File: config.mk
export PLATFORM = sky130hd
export DESIGN_NAME = inve_node_enable
export DESIGN_NICKNAME = d
export VERILOG_FILES = /design/src/inc/inve_pkg.sv /design/src/hw/inve_node_enable.sv
export SDC_FILE = /design/constraint.sdc
export NUM_CORES = 1
export LEC_CHECK = 0
export BUFFER_PORTS_ARGS = -buffer_cell sky130_fd_sc_hd__buf_4
export CORE_AREA = 2 2 125 127
export DETAILED_ROUTE_END_ITERATION = 8
export DIE_AREA = 0 0 127 129
export SYNTH_ARGS = -nofsm -noshare
export SYNTH_HDL_FRONTEND = slang
export SYNTH_SLANG_ARGS = --single-unit
File: constraint.sdc
create_clock -name clk -period 1.25 [get_ports clk]
set_input_delay 0.0625 -clock clk [delete_from_list [all_inputs] [get_ports clk]]
set_output_delay 0.0625 -clock clk [all_outputs]
set_load 0.02 [all_outputs]
File: src/inc/inve_pkg.sv
// Package: register map, field positions, vectors and source layout
package inve_pkg;
  // Register offsets (byte addresses of the plain register port)
  localparam logic [3:0] ADDR_NODE_EN_LOW  = 4'h0;
  localparam logic [3:0] ADDR_NODE_EN_HIGH = 4'h1;
  localparam logic [3:0] ADDR_NM_CTRL      = 4'h2;
  localparam logic [3:0] ADDR_SRC_FLAGS_LO = 4'h3;
  localparam logic [3:0] ADDR_SRC_FLAGS_HI = 4'h4;
  localparam logic [3:0] ADDR_NM_FLAGS     = 4'h5;
  localparam logic [3:0] ADDR_PENDING_LO   = 4'h6;
  localparam logic [3:0] ADDR_PENDING_HI   = 4'h7;
  // Reset values
  localparam logic [7:0] RST_NODE_EN_LOW   = 8'h00;
  localparam logic [7:0] RST_NODE_EN_HIGH  = 8'h00;
  localparam logic [7:0] RST_NM_CTRL       = 8'h00;
  // Field positions in the first enable register
  localparam int         POS_GLOBAL_MASK   = 7;
  localparam int         POS_RESERVED      = 6;
  localparam logic [7:0] LOW_WRITE_MASK    = 8'hbf;
  // Non-maskable enable register: bits 0..6 writable, bit 3 reserved here
  localparam logic [7:0] NM_WRITE_MASK     = 8'h77;
  // Node count and source layout
  localparam int         NUM_NODES         = 14;
  localparam int         NUM_SRC           = 16;
  localparam int         NUM_NM_SRC        = 7;
  // Status flag indices (shared nodes keep one flag per source)
  localparam int SRC_EXT0 = 0;
  localparam int SRC_TMR0 = 1;
  localparam int SRC_EXT1 = 2;
  localparam int SRC_TMR1 = 3;
  localparam int SRC_URX  = 4;
  localparam int SRC_UTX  = 5;
  localparam int SRC_TMR2 = 6;
  localparam int SRC_FDIV = 7;
  localparam int SRC_LIN  = 8;
  localparam int SRC_ADC  = 9;
  localparam int SRC_SSC  = 10;
  localparam int SRC_EXT2 = 11;
  localparam int SRC_EXT3 = 12;
  localparam int SRC_EXT4 = 13;
  localparam int SRC_EXT5 = 14;
  localparam int SRC_EXT6 = 15;
  // Vector addresses
  localparam logic [15:0] VEC_NM   = 16'h0073;
  localparam logic [15:0] VEC_BASE = 16'h0003;
  localparam logic [15:0] VEC_STEP = 16'h0008;
endpackage

File: src/hw/inve_node_enable.sv
// Interrupt node enable, pending latch, masking and vectoring logic
//
// The implementer's own choices: the plain strobed port and the register addresses.
`timescale 1ns/1ps
// What this block does
// - Independent-flag events set flag; pending latched only while node enabled.
// - Timer 2, LIN, ext 2-6, ADC, SSC, capture/compare use independent flags.
// - Core acknowledge clears pending; status flag stays until software clears.
// - Writing node enable to zero also clears the latched pending request of nodes 5-13.
// - Global mask low hides maskable pending; latches kept, events still caught.
// - Non-maskable request ignores global mask; own flags, enables, ack clear.
// - Non-maskable vector 0073h, seven sources, all but source 3 with own enable.
// - Nodes 0-5 map to vectors 0003h to 002Bh in listed order.
// - Nodes 6-13 map to 0033h to 006Bh in steps of eight.
// - Node 5 shares timer 2, divider, LIN; node 9 shares ext 3-6.
// - Reset clears all node enables and non-maskable source enables.
// - Each maskable node has one enable bit, 1 enables, 0 disables.
// - First register: nodes 0-5 bits 0-5, reserved bit 6, mask bit 7.
// - Second register: nodes 6-13 in bits 0-7.
// - Reserved bit 6 reads zero; software writes zero.
// - Global mask zero blocks maskable requests; one passes them.
// - Timer 0/1, ext 0/1 flags are the pending request, cleared on ack.
// - UART flags are not cleared by acknowledge, only by software.
module inve_node_enable (
  // Clock and reset
  input  wire logic        clk,
  input  wire logic        resetn,
  // Register port
  input  wire logic [3:0]  regAddr,
  input  wire logic [7:0]  regWdata,
  input  wire logic        regWr,
  input  wire logic        regRd,
  output logic      [7:0]  regRdata,
  // Event pulses: maskable sources, capture/compare lines, non-maskable
  input  wire logic [15:0] srcEvent,
  input  wire logic [3:0]  capcmpEvent,
  input  wire logic [6:0]  nmEvent,
  // Core side
  input  wire logic [13:0] nodeAck,
  input  wire logic        nmAck,
  output logic      [13:0] nodeReq,
  output logic             nmReq,
  output logic      [15:0] nodeVector [14],
  output logic      [15:0] nmVector
);
  logic [7:0]  enLow_q;
  logic [7:0]  enHigh_q;
  logic [7:0]  nmCtrl_q;
  logic [15:0] srcFlag_q;
  logic [6:0]  nmFlag_q;
  logic [13:0] pend_q;
  logic        nmPend_q;
  logic [13:0] nodeEn;
  logic [13:0] nodeEvent;
  logic        wrLow;
  logic        wrHigh;
  logic [15:0] flagClr;
  logic [6:0]  nmFlagClr;
  logic [13:0] pendFromFlag;
  logic        globalMask;

  assign wrLow  = regWr && regAddr == inve_pkg::ADDR_NODE_EN_LOW;
  assign wrHigh = regWr && regAddr == inve_pkg::ADDR_NODE_EN_HIGH;
  assign globalMask = enLow_q[inve_pkg::POS_GLOBAL_MASK];
  assign nodeEn = {enHigh_q, enLow_q[5:0]};

  // Node events gathered from sources; shared nodes OR their sources
  always_comb begin
    nodeEvent     = '0;
    nodeEvent[5]  = srcEvent[inve_pkg::SRC_TMR2] |
                    srcEvent[inve_pkg::SRC_FDIV] |
                    srcEvent[inve_pkg::SRC_LIN];
    nodeEvent[6]  = srcEvent[inve_pkg::SRC_ADC];
    nodeEvent[7]  = srcEvent[inve_pkg::SRC_SSC];
    nodeEvent[8]  = srcEvent[inve_pkg::SRC_EXT2];
    nodeEvent[9]  = |srcEvent[inve_pkg::SRC_EXT6:inve_pkg::SRC_EXT3];
    nodeEvent[13:10] = capcmpEvent;
  end

  // Software write-one-to-clear masks for the flag registers
  always_comb begin
    flagClr   = '0;
    nmFlagClr = '0;
    if (regWr && regAddr == inve_pkg::ADDR_SRC_FLAGS_LO) begin
      flagClr[7:0] = regWdata;
    end
    if (regWr && regAddr == inve_pkg::ADDR_SRC_FLAGS_HI) begin
      flagClr[15:8] = regWdata;
    end
    if (regWr && regAddr == inve_pkg::ADDR_NM_FLAGS) begin
      nmFlagClr = regWdata[6:0];
    end
  end

  // Enable registers
  always_ff @(posedge clk) begin
    if (!resetn) begin
      enLow_q  <= inve_pkg::RST_NODE_EN_LOW;
      enHigh_q <= inve_pkg::RST_NODE_EN_HIGH;
      nmCtrl_q <= inve_pkg::RST_NM_CTRL;
    end else begin
      if (wrLow) begin
        enLow_q <= regWdata & inve_pkg::LOW_WRITE_MASK;
      end
      if (wrHigh) begin
        enHigh_q <= regWdata;
      end
      if (regWr && regAddr == inve_pkg::ADDR_NM_CTRL) begin
        nmCtrl_q <= regWdata & inve_pkg::NM_WRITE_MASK;
      end
    end
  end

  // Source status flags; a new event wins over a software clear
  always_ff @(posedge clk) begin
    if (!resetn) begin
      srcFlag_q <= '0;
    end else begin
      for (int i = 0; i < inve_pkg::NUM_SRC; i++) begin
        if (srcEvent[i]) begin
          srcFlag_q[i] <= 1'b1;
        end else if (flagClr[i]) begin
          srcFlag_q[i] <= 1'b0;
        end else if (i <= inve_pkg::SRC_TMR1 && nodeAck[i]) begin
          srcFlag_q[i] <= 1'b0;
        end
      end
    end
  end

  // Nodes 0-4 take their pending state straight from the flags
  always_comb begin
    pendFromFlag    = '0;
    pendFromFlag[0] = srcFlag_q[inve_pkg::SRC_EXT0];
    pendFromFlag[1] = srcFlag_q[inve_pkg::SRC_TMR0];
    pendFromFlag[2] = srcFlag_q[inve_pkg::SRC_EXT1];
    pendFromFlag[3] = srcFlag_q[inve_pkg::SRC_TMR1];
    pendFromFlag[4] = srcFlag_q[inve_pkg::SRC_URX] |
                      srcFlag_q[inve_pkg::SRC_UTX];
  end

  // Latched pending requests for independent-flag nodes 5-13
  always_ff @(posedge clk) begin
    if (!resetn) begin
      pend_q <= '0;
    end else begin
      for (int n = 5; n < inve_pkg::NUM_NODES; n++) begin
        if (nodeEvent[n] && nodeEn[n]) begin
          pend_q[n] <= 1'b1;
        end else if (nodeAck[n]) begin
          pend_q[n] <= 1'b0;
        end else if (!nodeEn[n]) begin
          pend_q[n] <= 1'b0;
        end
      end
      if (wrLow && !regWdata[5]) begin
        pend_q[5] <= 1'b0;
      end
      for (int n = 6; n < inve_pkg::NUM_NODES; n++) begin
        if (wrHigh && !regWdata[n-6]) begin
          pend_q[n] <= 1'b0;
        end
      end
      pend_q[4:0] <= '0;
    end
  end

  // Non-maskable flags and pending latch
  always_ff @(posedge clk) begin
    if (!resetn) begin
      nmFlag_q <= '0;
      nmPend_q <= 1'b0;
    end else begin
      for (int i = 0; i < inve_pkg::NUM_NM_SRC; i++) begin
        if (nmEvent[i]) begin
          nmFlag_q[i] <= 1'b1;
        end else if (nmFlagClr[i]) begin
          nmFlag_q[i] <= 1'b0;
        end
      end
      if (|(nmEvent & nmCtrl_q[6:0])) begin
        nmPend_q <= 1'b1;
      end else if (nmAck) begin
        nmPend_q <= 1'b0;
      end
    end
  end

  // Requests toward the core
  always_comb begin
    nmReq   = nmPend_q;
    nodeReq = '0;
    if (globalMask) begin
      nodeReq = (pend_q | (pendFromFlag & nodeEn));
    end
  end

  // Vector addresses, one per node
  always_comb begin
    nmVector = inve_pkg::VEC_NM;
    for (int n = 0; n < inve_pkg::NUM_NODES; n++) begin
      nodeVector[n] = inve_pkg::VEC_BASE +
                      16'(n) * inve_pkg::VEC_STEP;
    end
  end

  // Register read data, one cycle after the strobe
  always_ff @(posedge clk) begin
    if (!resetn) begin
      regRdata <= 8'h00;
    end else if (regRd) begin
      case (regAddr)
        inve_pkg::ADDR_NODE_EN_LOW:  regRdata <= enLow_q;
        inve_pkg::ADDR_NODE_EN_HIGH: regRdata <= enHigh_q;
        inve_pkg::ADDR_NM_CTRL:      regRdata <= nmCtrl_q;
        inve_pkg::ADDR_SRC_FLAGS_LO: regRdata <= srcFlag_q[7:0];
        inve_pkg::ADDR_SRC_FLAGS_HI: regRdata <= srcFlag_q[15:8];
        inve_pkg::ADDR_NM_FLAGS:     regRdata <= {1'b0, nmFlag_q};
        inve_pkg::ADDR_PENDING_LO:   regRdata <= {2'b00, nmPend_q,
                                                  pend_q[13:9]};
        inve_pkg::ADDR_PENDING_HI:   regRdata <= {pend_q[8:5], 4'h0};
        default:                     regRdata <= 8'h00;
      endcase
    end else begin
      regRdata <= 8'h00;
    end
  end

endmodule // inve_node_enable

==> metrics list <==
* Count of standard-cell rows: 45
* TritonCTS Buffers: 9
- Input and output buffers added on the ports amount to 79.
- For this configuration, the core starts out at a cell density of 31.7%.
- Crit share post-route: 96.9%
- Maximum vdd ir drop: 0.630 mV
- Counting every sink on the clock net gives 62.
- Max-cap violations in this run came to 0.
- Global-route wire length before repair: 16800 µm
- The first detailed-routing pass ran for 4 iterations.
- Once placement completed, the tool counted placed cells totaling 844.
- Along the worst path, the maximum fanout reaches 13.
- The number of antenna violations at the first check in global routing is 0.
- Detailed routing placed a total of 759 µm of wire on met3.
* Later-pin clock latency in the skew report: 0.33 ns
- Detailed placement finished with a half-perimeter wire length of 9540 µm.
- For this run, the top clock speed supported by timing is 826 MHz.
- For this design the ratio of total power to cell area is 1060 nW/µm².
* Number of distinct library cell variants in the gate-level netlist after synthesis: 52
- The clock passes through at most 2 buffers.
- For this block, wires on met1 add up to 4770 µm.
* Kind of start point of the critical path: register
* Main synth FF type: dfxtp_1
* Dominant combinational cell family by area after synthesis: buffers and inverters
* Final Non-Filler Cells: 881
* Gate count after technology mapping: 566
- The clock arrives with 0.00489 ns of skew.
* Worst path arrival time: 1.15 ns
* Number of vias in the routed layout: 3489
- Summed over all nets, wire length on met2 after detailed routing comes to 5970 µm.
- Counting flops and latches in the post-synthesis netlist gives 62.
* Average cell area after synthesis: 8.39 µm²
* Cell family contributing the most delay on the critical path: flip-flops
* Hold Crit Class: input pin to register
- The largest single stage delay on the critical path is 0.34 ns.
- Number of nets still failing antenna checks after routing: 0
- For this run, design rule violations remaining after detail routing come to 0.
* Area Overhead vs Synth: 12.5%
- Synth Area in Compound Gates: 15.6%
* Clock-pin slew of the registers on the worst-case setup and hold paths: 0.05 ns
- Routability-driven placement finished with a final weighted congestion of 0.849.
- For this design the static power due to leakage is 2.67 nW.
- The synthesized netlist devotes 13.0% of its cell area to simple gates.
- Average wire per standard cell: 13.3 µm
- Of the total synthesized cell area, the portion taken by XOR and XNOR cells is 0%.
* Die ar.: 16400 µm²
- Post-synthesis instance area: 4750 µm²
- Counting I/O delays and the setup requirement, the final critical path takes 1.21 ns.
- Sequential-to-total area share from yosys stat: 26.1%
* Top-Level Pins: 321
- Via-to-Cell Ratio: 3.96
- Cells along the critical path: buf_12, and3_4, buf_4
* CP bufs+invs: 2
- Endpoint kind of the worst setup timing path: output pin
* Antenna diodes: 0
- Die Wd: 127 µm
* Pin count of the biggest net entering global routing: 20
- The routed design has 11700 µm of wire.
- Post-synth EDFFs: 0
- For this design, the slowest cell found on the critical path is dfxtp_2.
* Final #Nets: 748
- Total setup violations reported at the end of the flow: 0
- For this run, the total global-route usage over all layers was measured as 13.7%.
* RSZ-0062 raised after global routing: false
- Number of levels in the clock H-tree: 3
- In this run the top signal layer used is met4.
- Max-slew violations: 0
* Via count of the first global-routing pass: 2934
- For the pin with the worst max-slew slack, the measured transition is 0.470 ns.
- For this run the aggregate overflow at the end of global routing stands at 0.
- The floorplan step set the die height to 129 µm.
* Setup total negative slack: 0 ns
- Max transition margin: 67.8%
- The total area inside the core boundary comes to 15000 µm².
* Outcome: complete, no violations
- For this run, asynchronously set or reset flops after synthesis account for 0%.
- The post-route netlist has 20.3% of its cells at a drive strength greater than 1.
- TritonCTS built the clock tree.
- STA puts the critical path data required time at 1.19 ns.
* Final-report hold violation count: 0
- The tree is rooted in a clkbuf_16.
* Start-to-end type of the worst setup path: register to output pin
* Total number of yosys warnings: 0
- Post-synthesis adder-cell area fraction: 0%
- Number of DRC violations after detailed-routing iteration 0: 197
- Measured against the total synthesized area, the mux share comes to 3.85%.
==> sequential cells by signal, indices dropped and copies added, names as in the netlist <==
signal	count
nmCtrl_q	6
enHigh_q	8
srcFlag_q	16
enLow_q	7
nmReq	1
nmFlag_q	7
pend_q	9
regRdata	8
==> path summary, 6_finish.rpt <==
kind                                start                       end  slack [ns]  depth (start not counted)
setup / recovery  enLow_q[7]$_SDFFE_PN0P_                nodeReq[0]        0.04                          3
hold / removal                regWdata[7]  enHigh_q[7]$_SDFFE_PN0P_        0.02                          3
setup reg to reg  enLow_q[5]$_SDFFE_PN0P_    regRdata[5]$_SDFF_PN0_        0.13                          4
hold reg to reg   enLow_q[5]$_SDFFE_PN0P_    pend_q[5]$_SDFFE_PP0P_        0.46                          2
==> routing by layer <==
metal,track usage [%],vias up
met5,0,-
met4,6.08,0
met3,2.66,13
met2,22.8,188
met1,17.4,1624
li1,-,1664
==> power by group <==
group / switching (mW) / total (mW) / internal [mW] / leakage (nW)
clock network: 0.829 / 2.30 / 1.47 / 0.138
logic: 0.921 / 1.26 / 0.336 / 2.03
registers: 0.0545 / 2.10 / 2.05 / 0.508
total: 1.80 / 5.66 / 3.86 / 2.67
==> logic make-up after synthesis <==
| family | count (synthesis) |
|---|---|
| buffers and inverters | 271 |
| AO/OA/AOI/OAI | 104 |
| other | 2 |
| AND/OR/NAND/NOR | 109 |
| multiplexers | 18 |
| flip-flops | 62 |
==> worst register-to-register path, delay by kind of cell (launching register included) <==
kind	cells	cell delay, ns
simple gates	2	0.50
flops	1	0.33
compound gates	2	0.21
==> area by class of cell <==
type / count / area [µm²]
Multi-Input combinational cell: 471 / 2450
Fill cell: 1608 / 9640
Sequential cell: 62 / 1240
Clock inverter: 1 / 5.00
Tap cell: 188 / 235
Inverter: 12 / 45.0
Clock buffer: 13 / 270
Timing Repair Buffer: 134 / 1090
==> Yosys cell counts, drive strengths merged (2+ instances only) <==
library cell,number,area (µm²)
buf,251,1880
dfxtp,62,1240
nor2,26,105
nand2,25,93.8
a21oi,24,120
o21a,23,173
a21boi,19,143
mux2i,16,160
a22oi,12,90.1
inv,12,45.0
and2,10,62.6
nor3,10,60.1
clkbuf,8,30.0
a31oi,6,37.5
nor2b,6,50.1
and3,5,31.3
a22o,4,35.0
nand2b,4,25.0
nand3,4,30.0
nor3b,4,41.3
a221oi,3,26.3
nor4b,3,32.5
o32a,3,30.0
or3,3,18.8
a311oi,2,17.5
conb,2,7.51
mux2,2,22.5
nand3b,2,15.0
nand4,2,12.5
or2,2,15.0
==> metrics by stage <==
stage | area [µm²] | hold WS, ns | setup WS, ns | power, mW | utilization [%]
final | 5340 | 0.0208 | 0.0393 | 5.66 | 35.6
after CTS | 5330 | 0.00391 | 0.0132 | 5.71 | 35.6
after global placement | 4820 | 0.274 | 0.0516 | 3.32 | 32.2
after detailed placement | 4820 | 0.277 | 0.0516 | 3.32 | 32.2
after floorplan | 5640 | 0.186 | 0.202 | 3.58 | -
after global routing | 5340 | 0.0316 | 0.00453 | 5.89 | 35.6
==> cell usage in the layout, fill, tap and decap left out, drive strengths merged, types with 4 or more instances in the layout <==
master       netlist  routed
conb               2     240
buf              251     111
dfxtp             62      62
nor2              26      26
nand2             25      25
a21oi             24      24
o21a              23      23
dlygate4sd3        0      23
a21boi            19      19
mux2i             16      16
clkbuf             8      13
inv               12      12
a22oi             12      12
and2              10      10
nor3              10      10
a31oi              6       6
nor2b              6       6
and3               5       5
nand2b             4       4
a22o               4       4
nor3b              4       4
nand3              4       4
==> what timing repair did <==
action                                  4_1_cts  5_1_grt
gates resized for setup                       2        1
endpoints found under the setup margin        2        1
buffers inserted                              0        0
hold endpoints to repair                     23        0
gates cloned                                  0        0
hold buffers                                 23        0
(Power assumes the default switching activity.)
